===== src/shared/dce_pkg.sv =====
`default_nettype none
package dce_pkg;

	// ----------------------------------------------------------------
	// Event condition codes
	// ----------------------------------------------------------------
	localparam logic [2:0] COND_LOW      = 3'h0;
	localparam logic [2:0] COND_HIGH     = 3'h1;
	localparam logic [2:0] COND_TOGGLE   = 3'h2;
	localparam logic [2:0] COND_RISE     = 3'h3;
	localparam logic [2:0] COND_FALL     = 3'h4;
	localparam logic [2:0] COND_DB_TOGL  = 3'h5;
	localparam logic [2:0] COND_DB_RISE  = 3'h6;
	localparam logic [2:0] COND_DB_FALL  = 3'h7;

	// ----------------------------------------------------------------
	// Sampling sources
	// ----------------------------------------------------------------
	localparam logic [1:0] SRC_SYSCLK    = 2'h0;
	localparam logic [1:0] SRC_TIMER0    = 2'h1;
	localparam logic [1:0] SRC_TIMER1    = 2'h2;
	localparam logic [1:0] SRC_TIMER2    = 2'h3;

	// ----------------------------------------------------------------
	// Reference levels in millivolts, select codes 0..2; code 3 is open
	// ----------------------------------------------------------------
	localparam int         REF_LOW_MV    = 1125;
	localparam int         REF_MID_MV    = 1250;
	localparam int         REF_HIGH_MV   = 1375;
	localparam logic [1:0] REF_SEL_NONE  = 2'h3;

	// ----------------------------------------------------------------
	// Debounce timing and reset values
	// ----------------------------------------------------------------
	localparam logic [1:0] DBNC_T1_OVFS  = 2'h2;
	localparam logic [2:0] FILT_SAMPLES  = 3'h4;
	localparam logic       FLAG_RST      = 1'b0;

	// Pin select to one-hot switch enables, all open when unconnected
	function automatic logic [3:0] dce_pos_onehot(input logic en, input logic [1:0] sel);
		return en ? (4'h1 << sel) : 4'h0;
	endfunction : dce_pos_onehot

	// Reference select to one-hot switch enables
	function automatic logic [2:0] dce_ref_onehot(input logic en, input logic [1:0] sel);
		return (en && sel != REF_SEL_NONE) ? (3'h1 << sel) : 3'h0;
	endfunction : dce_ref_onehot

endpackage : dce_pkg
`default_nettype wire


===== src/design/dce_rst_sync.sv =====
`timescale 1ns/1ps
`default_nettype none
module dce_rst_sync (
	input  wire logic clk,
	input  wire logic rst_n,
	output logic      rst_sync_n
);
	logic meta_r;

	// Async assert, two-flop release
	always_ff @(posedge clk or negedge rst_n) begin
		if (!rst_n) begin
			meta_r     <= 1'b0;
			rst_sync_n <= 1'b0;
		end else begin
			meta_r     <= 1'b1;
			rst_sync_n <= meta_r;
		end
	end
endmodule : dce_rst_sync
`default_nettype wire


===== src/design/dce_event_unit.sv =====
`timescale 1ns/1ps
`default_nettype none
module dce_event_unit
	import dce_pkg::*;
(
	input  wire logic       clk,
	input  wire logic       rst_n,
	input  wire logic       clk_en,
	input  wire logic       active,
	input  wire logic       raw,
	input  wire logic [2:0] cond_sel,
	input  wire logic       tick,
	input  wire logic       sys_sampling,
	input  wire logic       t1_ovf,
	input  wire logic       flag_clear,
	output logic            flag
);
	logic       prev_r;
	logic [2:0] stab_cnt_r;
	logic       pend_r;
	logic       expect_r;
	logic [1:0] ovf_cnt_r;

	// ----------------------------------------------------------------
	// Condition decode
	// ----------------------------------------------------------------
	wire       is_level  = (cond_sel == COND_LOW) || (cond_sel == COND_HIGH);
	wire       is_dbnc   = cond_sel >= COND_DB_TOGL;
	wire       want_rise = (cond_sel == COND_RISE) || (cond_sel == COND_DB_RISE) ||
	                       (cond_sel == COND_TOGGLE) || (cond_sel == COND_DB_TOGL);
	wire       want_fall = (cond_sel == COND_FALL) || (cond_sel == COND_DB_FALL) ||
	                       (cond_sel == COND_TOGGLE) || (cond_sel == COND_DB_TOGL);

	// Edge acceptance: four stable samples when timer-clocked debounce
	wire       filt      = is_dbnc && !sys_sampling;
	wire [2:0] thr       = filt ? FILT_SAMPLES : 3'h1;
	wire [2:0] cnt_inc   = 3'(stab_cnt_r + 3'h1);
	wire       diff      = raw != prev_r;
	wire       accept    = tick && diff && (cnt_inc >= thr);
	wire       rel_edge  = active && accept && (raw ? want_rise : want_fall);

	// Hits from level, plain edge and debounce validation
	wire       level_hit = active && tick && is_level && (raw == cond_sel[0]);
	wire       edge_hit  = rel_edge && !is_dbnc;
	wire       arm       = rel_edge && is_dbnc;
	wire       second    = pend_r && t1_ovf && (ovf_cnt_r == 2'(DBNC_T1_OVFS - 2'h1));
	wire       dbnc_hit  = second && active && (raw == expect_r);
	wire       set_hit   = level_hit || edge_hit || dbnc_hit;

	// Sticky flag, set wins over software clear
	always_ff @(posedge clk or negedge rst_n) begin
		if (!rst_n)
			flag <= FLAG_RST;
		else if (clk_en)
			flag <= set_hit || (flag && !flag_clear);
	end

	// Sample history and stability count
	always_ff @(posedge clk or negedge rst_n) begin
		if (!rst_n) begin
			prev_r     <= 1'b0;
			stab_cnt_r <= 3'h0;
		end else if (clk_en && tick) begin
			prev_r     <= accept ? raw : prev_r;
			stab_cnt_r <= (diff && !accept) ? cnt_inc : 3'h0;
		end
	end

	// Debounce wait on Timer 1; the arming overflow never counts
	always_ff @(posedge clk or negedge rst_n) begin
		if (!rst_n) begin
			pend_r    <= 1'b0;
			expect_r  <= 1'b0;
			ovf_cnt_r <= 2'h0;
		end else if (clk_en) begin
			if (!active || !is_dbnc) begin
				pend_r    <= 1'b0;
				ovf_cnt_r <= 2'h0;
			end else if (arm) begin
				pend_r    <= 1'b1;
				expect_r  <= raw;
				ovf_cnt_r <= 2'h0;
			end else if (second) begin
				pend_r    <= 1'b0;
				ovf_cnt_r <= 2'h0;
			end else if (pend_r && t1_ovf) begin
				ovf_cnt_r <= 2'(ovf_cnt_r + 2'h1);
			end
		end
	end

	// ----------------------------------------------------------------
	// Checks
	// ----------------------------------------------------------------
	a_dbnc_on_t1: assert property (@(posedge clk) disable iff (!rst_n)
		clk_en && is_dbnc && !flag && set_hit |-> t1_ovf && pend_r)
		else $error("debounced flag set without Timer 1 overflow");

	a_filter_four: assert property (@(posedge clk) disable iff (!rst_n)
		clk_en && filt && accept |-> stab_cnt_r == 3'h3)
		else $error("timer-clocked edge accepted before four samples");

	a_level_hit: assert property (@(posedge clk) disable iff (!rst_n)
		clk_en && active && tick && cond_sel == COND_HIGH && raw |=> flag)
		else $error("high level sample did not set flag");

	c_dbnc_flag: cover property (@(posedge clk) disable iff (!rst_n)
		clk_en && dbnc_hit);
endmodule : dce_event_unit
`default_nettype wire


===== src/design/dce_dual_comparator.sv =====
// Function
// - Result reads one only when positive input exceeds negative, else zero.
// - Each comparator works only while its own enable bit is set.
// - Inputs connect only while the connect bit is set; software sets it first.
// - Three-bit condition selects level, edge or toggle; match sets the flag.
// - Hardware never clears flags; software polls and clears them.
// - Both flags drive one shared interrupt request.
// - Two-bit source samples on system clock or Timer 0, 1, 2 overflow.
// - Raw status bits always show live outputs, regardless of sampling.
// - Comparators keep running and flagging during idle mode.
// - Power-down forces both comparators inactive regardless of enables.
// - Two-bit select routes one of four analog pins to positive input.
// - Two-bit reference select picks one of three internal levels.
// - Three debounce modes apply only to edge conditions.
// - System-clock debounce waits two Timer 1 overflows, resamples, then flags.
// - Timer-clocked debounced edge accepted only after four consecutive stable samples; plain edges on first sample.
// - Timer-clocked debounce flags two Timer 1 overflows after the sampled event.
`timescale 1ns/1ps
`default_nettype none
module dce_dual_comparator
	import dce_pkg::*;
(
	input  wire logic       clk,
	input  wire logic       rst_n,
	input  wire logic       clk_en,
	input  wire logic       idle_mode,
	input  wire logic       power_down,
	input  wire logic       timer0_ovf,
	input  wire logic       timer1_ovf,
	input  wire logic       timer2_ovf,
	input  wire logic [1:0] sample_source_sel,
	input  wire logic       cmp_interrupt_enable,
	input  wire logic       cmp_a_enable,
	input  wire logic       cmp_a_connect,
	input  wire logic [2:0] cmp_a_event_condition_sel,
	input  wire logic [1:0] cmp_a_pos_input_sel,
	input  wire logic [1:0] cmp_a_ref_sel,
	input  wire logic       cmp_a_flag_clear,
	input  wire logic       cmp_a_analog_gt,
	input  wire logic       cmp_b_enable,
	input  wire logic       cmp_b_connect,
	input  wire logic [2:0] cmp_b_event_condition_sel,
	input  wire logic [1:0] cmp_b_pos_input_sel,
	input  wire logic [1:0] cmp_b_ref_sel,
	input  wire logic       cmp_b_flag_clear,
	input  wire logic       cmp_b_analog_gt,
	output logic            cmp_a_active,
	output logic            cmp_b_active,
	output logic [3:0]      cmp_a_pos_switch,
	output logic [3:0]      cmp_b_pos_switch,
	output logic [2:0]      cmp_a_ref_switch,
	output logic [2:0]      cmp_b_ref_switch,
	output logic            cmp_a_raw_out,
	output logic            cmp_b_raw_out,
	output logic            cmp_a_event_flag,
	output logic            cmp_b_event_flag,
	output logic            cmp_irq_req
);
	logic rst_sync_n;

	// ----------------------------------------------------------------
	// Reset release
	// ----------------------------------------------------------------
	dce_rst_sync u_rst_sync (
		.clk        (clk),
		.rst_n      (rst_n),
		.rst_sync_n (rst_sync_n)
	);

	// ----------------------------------------------------------------
	// Enable and power gating
	// ----------------------------------------------------------------
	// Idle does not gate; only power-down overrides the enables
	assign cmp_a_active = cmp_a_enable && !power_down;
	assign cmp_b_active = cmp_b_enable && !power_down;

	// ----------------------------------------------------------------
	// Analog switch control
	// ----------------------------------------------------------------
	// Positive input mux, open while disconnected
	assign cmp_a_pos_switch = dce_pos_onehot(cmp_a_connect, cmp_a_pos_input_sel);
	assign cmp_b_pos_switch = dce_pos_onehot(cmp_b_connect, cmp_b_pos_input_sel);

	// Negative input reference mux, open while disconnected
	assign cmp_a_ref_switch = dce_ref_onehot(cmp_a_connect, cmp_a_ref_sel);
	assign cmp_b_ref_switch = dce_ref_onehot(cmp_b_connect, cmp_b_ref_sel);

	// ----------------------------------------------------------------
	// Comparator results
	// ----------------------------------------------------------------
	// Result is one only when active and positive above negative
	wire res_a = cmp_a_analog_gt && cmp_a_active;
	wire res_b = cmp_b_analog_gt && cmp_b_active;

	// Live readback, independent of sampling source
	always_ff @(posedge clk or negedge rst_sync_n) begin
		if (!rst_sync_n) begin
			cmp_a_raw_out <= 1'b0;
			cmp_b_raw_out <= 1'b0;
		end else if (clk_en) begin
			cmp_a_raw_out <= res_a;
			cmp_b_raw_out <= res_b;
		end
	end

	// ----------------------------------------------------------------
	// Sampling source select
	// ----------------------------------------------------------------
	wire sys_sampling = sample_source_sel == SRC_SYSCLK;
	wire sample_tick  = sys_sampling                                 ? 1'b1       :
	                    (sample_source_sel == SRC_TIMER0)            ? timer0_ovf :
	                    (sample_source_sel == SRC_TIMER1)            ? timer1_ovf :
	                                                                   timer2_ovf;

	// ----------------------------------------------------------------
	// Event detection per comparator
	// ----------------------------------------------------------------
	dce_event_unit u_evt_a (
		.clk          (clk),
		.rst_n        (rst_sync_n),
		.clk_en       (clk_en),
		.active       (cmp_a_active),
		.raw          (res_a),
		.cond_sel     (cmp_a_event_condition_sel),
		.tick         (sample_tick),
		.sys_sampling (sys_sampling),
		.t1_ovf       (timer1_ovf),
		.flag_clear   (cmp_a_flag_clear),
		.flag         (cmp_a_event_flag)
	);

	dce_event_unit u_evt_b (
		.clk          (clk),
		.rst_n        (rst_sync_n),
		.clk_en       (clk_en),
		.active       (cmp_b_active),
		.raw          (res_b),
		.cond_sel     (cmp_b_event_condition_sel),
		.tick         (sample_tick),
		.sys_sampling (sys_sampling),
		.t1_ovf       (timer1_ovf),
		.flag_clear   (cmp_b_flag_clear),
		.flag         (cmp_b_event_flag)
	);

	// ----------------------------------------------------------------
	// Shared interrupt request
	// ----------------------------------------------------------------
	// Either flag requests; software reads both to find the source
	assign cmp_irq_req = (cmp_a_event_flag || cmp_b_event_flag) && cmp_interrupt_enable;

	// ----------------------------------------------------------------
	// Checks
	// ----------------------------------------------------------------
	a_pdown_inactive: assert property (@(posedge clk) disable iff (!rst_sync_n)
		power_down |-> !cmp_a_active && !cmp_b_active && !res_a && !res_b)
		else $error("comparator active in power-down");

	a_enable_gate: assert property (@(posedge clk) disable iff (!rst_sync_n)
		!cmp_a_enable && clk_en |=> !cmp_a_raw_out)
		else $error("disabled comparator A shows a result");

	a_idle_runs: assert property (@(posedge clk) disable iff (!rst_sync_n)
		idle_mode && cmp_b_enable && !power_down |-> cmp_b_active)
		else $error("comparator B stopped in idle");

	a_connect_gate: assert property (@(posedge clk) disable iff (!rst_sync_n)
		!cmp_a_connect |-> cmp_a_pos_switch == 4'h0 && cmp_a_ref_switch == 3'h0)
		else $error("comparator A inputs connected while connect is low");

	a_pos_route: assert property (@(posedge clk) disable iff (!rst_sync_n)
		cmp_b_connect |-> cmp_b_pos_switch[cmp_b_pos_input_sel] && $onehot(cmp_b_pos_switch))
		else $error("comparator B positive input misrouted");

	a_ref_route: assert property (@(posedge clk) disable iff (!rst_sync_n)
		cmp_a_connect && cmp_a_ref_sel != REF_SEL_NONE |-> $onehot(cmp_a_ref_switch) &&
		cmp_a_ref_switch[cmp_a_ref_sel])
		else $error("comparator A reference misrouted");

	a_raw_live: assert property (@(posedge clk) disable iff (!rst_sync_n)
		clk_en && sample_source_sel != SRC_SYSCLK |=> cmp_a_raw_out == $past(res_a))
		else $error("raw readback does not follow comparator A");

	a_flag_sticky: assert property (@(posedge clk) disable iff (!rst_sync_n)
		$fell(cmp_a_event_flag) |-> $past(cmp_a_flag_clear) && $past(clk_en))
		else $error("flag A cleared without software clear");

	a_clear_lose: assert property (@(posedge clk) disable iff (!rst_sync_n)
		clk_en && cmp_b_active && sys_sampling && cmp_b_event_condition_sel == COND_LOW &&
		!res_b && cmp_b_flag_clear |=> cmp_b_event_flag)
		else $error("low level event lost against clear");

	a_irq_shared: assert property (@(posedge clk) disable iff (!rst_sync_n)
		$rose(cmp_b_event_flag) && cmp_interrupt_enable |-> cmp_irq_req)
		else $error("flag B did not raise shared request");

	a_tick_source: assert property (@(posedge clk) disable iff (!rst_sync_n)
		sample_source_sel == SRC_TIMER1 && !timer1_ovf |-> !sample_tick)
		else $error("sampling outside selected overflow");

	c_level_a: cover property (@(posedge clk) disable iff (!rst_sync_n)
		$rose(cmp_a_event_flag) && cmp_a_event_condition_sel == COND_HIGH);

	c_both_flags: cover property (@(posedge clk) disable iff (!rst_sync_n)
		cmp_a_event_flag && cmp_b_event_flag && cmp_irq_req);

	c_timer_edge: cover property (@(posedge clk) disable iff (!rst_sync_n)
		$rose(cmp_b_event_flag) && sample_source_sel == SRC_TIMER0);

endmodule : dce_dual_comparator
`default_nettype wire


===== config.mk =====
export PLATFORM = sky130hd
export DESIGN_NAME = dce_dual_comparator
export DESIGN_NICKNAME = d
export VERILOG_FILES = /design/src/shared/dce_pkg.sv /design/src/design/dce_rst_sync.sv /design/src/design/dce_event_unit.sv /design/src/design/dce_dual_comparator.sv
export SDC_FILE = /design/constraint.sdc
export NUM_CORES = 1
export LEC_CHECK = 0
export BUFFER_PORTS_ARGS = -buffer_cell sky130_fd_sc_hd__buf_2
export CORE_ASPECT_RATIO = 0.6
export CORE_MARGIN = 4
export CORE_UTILIZATION = 53
export DETAILED_ROUTE_END_ITERATION = 12
export PLACE_DENSITY = 0.95
export SYNTH_ARGS = -nofsm -noshare
export SYNTH_HDL_FRONTEND = slang
export SYNTH_HIERARCHICAL = 1
export SYNTH_SLANG_ARGS = --single-unit

===== constraint.sdc =====
create_clock -name clk -period 1.31 [get_ports clk]
set_input_delay 0.0655 -clock clk [delete_from_list [all_inputs] [get_ports clk]]
set_output_delay 0.0655 -clock clk [all_outputs]
set_load 0.01 [all_outputs]

==> metrics <==
outcome complete, but fails checks; failing checks negative setup slack; Buffers on Ports 52; htree depth 1; row count 14; CTS tree yes; DR WL/cell 28.0 um; sequential share of the synthesized area a little under two fifths; Syn Inst Count 151; setup slack, reg-to-reg -1.05 ns; CP Class reg -> reg; Least-Margin Pin Slew 0.686 ns; Post-Syn Nets 190; CTS Root Cell clkbuf_8; Final Cycle Share 180%; CP cell instances ha_4 > xor2_4 > ha_4 > nor2_4 > a211o_1 > or4_4 > mux2_4; fin area 2440 sq um; initial antenna violation count 1; CP startpoint kind flop; total CTS buffers 3; share of cells above drive strength 1 55.4%; maximum clock rate 424 MHz; DRT iter0 DRCs approximately 400; GP Congestion 0.958; Top delay family on crit path simple AND/OR/NAND/NOR gates; Syn-to-layout area delta 63.2%; Die Area 3770 sq um; Worst Path Max Fanout 2; largest net degree at the start of global routing 12; Peak VDD IR a little under 800 uV; fin crit period 2.36 ns; post-layout worst setup margin -1.05 ns; CP max stage cell or4_4; DRC 0; CP required 1.46 ns; Hold/Removal Path Class in -> async; Clock Sinks 22; Inst Count DP 272; internal power approximately 1.2 mW; CP endpoint u_evt_b/expect_r; Yosys reg bits 22; vias in the first global route 1,847; IO Pins 54; Leak 1.22 nW; pre-CTS WS -0.896 ns; max-cap check violation count 0; Worst setup startpoint u_evt_b/stab_cnt_r[1]; sequential group share of total power 42.1%; Max clock buf depth 2; FF-to-FF End u_evt_b/expect_r; Reg-to-Reg Start u_evt_b/stab_cnt_r[1]; via count 2,084; Final Non-Filler Cells 284; number of synthesized flops with an enable pin 0; average cell area after synthesis 9.92 sq um; net switching share of the total power 31.9%; WP data arrival between 2 and 3 ns; Vert. Die Dim 49.2 um; Final setup viols 18; worst relative slew slack 53.9%; Net Switching 553 uW; final hold vios 0; Pwr Density 708 nW/um^2; Clk pwr share 23.8%; drt total wl 7.96 mm; yosys warns 6; Core ar. approximately 2600 sq um; buffer and inverter count on the worst path 0; Congestion Overflow GR 0; Critical Path Most Common Cell ha_4; Comb pwr share 34.1%; Starting Density between 50% and 60%; max-slew violations 0; Async SR Flop Fraction 100%; ys flop type dfrtp_1; unrepaired setup endpoints after global routing yes; Final nets roughly 290; CP endpoint kind flop; Clock Latency Late Sink 0.26 ns; Antenna Violating Nets Remaining 0; global-route wire length before repair around 10 mm; leading area contributor after synthesis dfrtp_1; DRT Pass-1 Iters 13; post-DP HPWL 3.66 mm; max incr delay on CP 0.47 ns; worst reg-to-reg path cell count 7; DR vias/cell 7.34; share of the synthesized area in the top cell type 36.8%; Reg clk slew, reported paths 0.07 ns; Global Route Usage Sum about 34%; Area after DPL 2090 sq um; skew final 0.00202 ns; synth unique cells 38; Die X 76.6 um; Worst path depth 7; Syn Std Cell Area 1500 sq um; top post-synthesis cells by area dfrtp_1 (37%), ha_1 (5.0%), mux2_2 (4.5%)
-- routing by layer --
layer	share of wire (%)	vias to the layer above	global-route usage, %
met3	17	120	11.4
li1	-	772	-
met4	11	0	18.1
met1	32	915	39.0
met5	0	-	0
met2	40	277	55.0
-- power by group through the flow --
stage | Sequential [mW] | Clock (mW) | Combinational [mW]
2_1_floorplan | 0.743 | 0 | 0.177
3_3_place_gp | 0.732 | 0 | 0.405
3_5_place_dp | 0.735 | 0 | 0.425
4_1_cts | 0.722 | 0.418 | 0.466
5_1_grt | 0.731 | 0.448 | 0.608
6_report | 0.730 | 0.412 | 0.590
-- synthesized netlist by cell type (3+ instances only) --
master	n
nand2_1	13
xnor2_1	4
ha_1	6
o21a_1	3
xor2_1	4
dfrtp_1	22
o21ai_0	4
nor2_1	8
a21oi_1	5
mux2_2	6
a32o_1	4
nor3b_1	7
a22o_1	4
and3b_1	7
inv_1	8
o32ai_1	4
-- cell families (layout without fill, tap and decap cells) --
kind of cell               count (synthesis)  count (layout)  synth area share [%]
AOI/OAI and AO/OA                         34              34                  17.9
xor gates and xnor gates                   8               8                  4.68
adders and majority gates                  6               6                  5.01
buffers and inverters                     12             112                  3.51
DFF                                       22              22                  36.8
muxes                                      9               9                  7.18
other                                      1               2                 0.250
and+or+nand+nor                           59              59                  24.7
-- final cells by class --
type                            count  area [sq um]
Multi-Input combinational cell    117          1140
Timing Repair Buffer              101           642
Sequential cell                    22           551
Fill cell                          83           148
Clock buffer                        3          41.3
Tap cell                           32          40.0
Inverter                            8          30.0
Antenna cell                        1          2.50
-- worst reg2reg max path: cells and delay by family, from the launching register on --
kind                     cells  cell delay, ns
flip-flops                   1            0.43
AO/OA/AOI/OAI                1            0.29
multiplexers                 1            0.33
XOR/XNOR                     1            0.19
adder cells (fa/ha/maj)      2            0.49
AND/OR/NAND/NOR              2            0.51
-- cell usage in the layout (no fill, tap or decap), types with 5 or more instances in the layout --
master,count
inv_1,8
nor2_1,6
and3b_1,7
mux2_4,5
dfrtp_1,22
a21oi_1,5
buf_4,45
nand2_1,13
nor3b_1,7
buf_2,52
-- through the flow --
step	hold slack (ns)	total power [mW]	util, %	TNS, ns
finish	0.117	1.73	94.3	-14.41
global route	0.114	1.79	94.3	-15.19
CTS	0.101	1.61	87.0	-13.14
detailed placement	-0.147	1.16	80.6	-13.16
global placement	-0.149	1.14	80.6	-11.43
floorplan	-0.230	0.920	-	-11.17
-- worst min path at each step --
stage	cells after the start	end	slack [ns]
finish	2	u_rst_sync/meta_r	0.12
global route	2	u_rst_sync/rst_sync_n	0.11
CTS	2	u_rst_sync/meta_r	0.10
detailed placement	1	u_rst_sync/meta_r	-0.15
global placement	1	u_rst_sync/meta_r	-0.15
floorplan	0	u_rst_sync/meta_r	-0.23
-- timing repair --
item / CTS / global route
buffers inserted: 3 / 9
endpoints found under the hold margin: 2 / 0
resized for setup: 17 / 24
hold buffers: 1 / 0
pin swaps: 3 / 11
setup endpoints to repair: 18 / 18
gates cloned: 0 / 0
-- sequential cells by signal, indices dropped and copies added (netlist names), 2 cells and up --
name	count
u_evt_a/stab_cnt_r	3
u_evt_b/stab_cnt_r	3
u_evt_a/ovf_cnt_r	2
u_evt_b/ovf_cnt_r	2
Power figures use the tool's default switching activity.
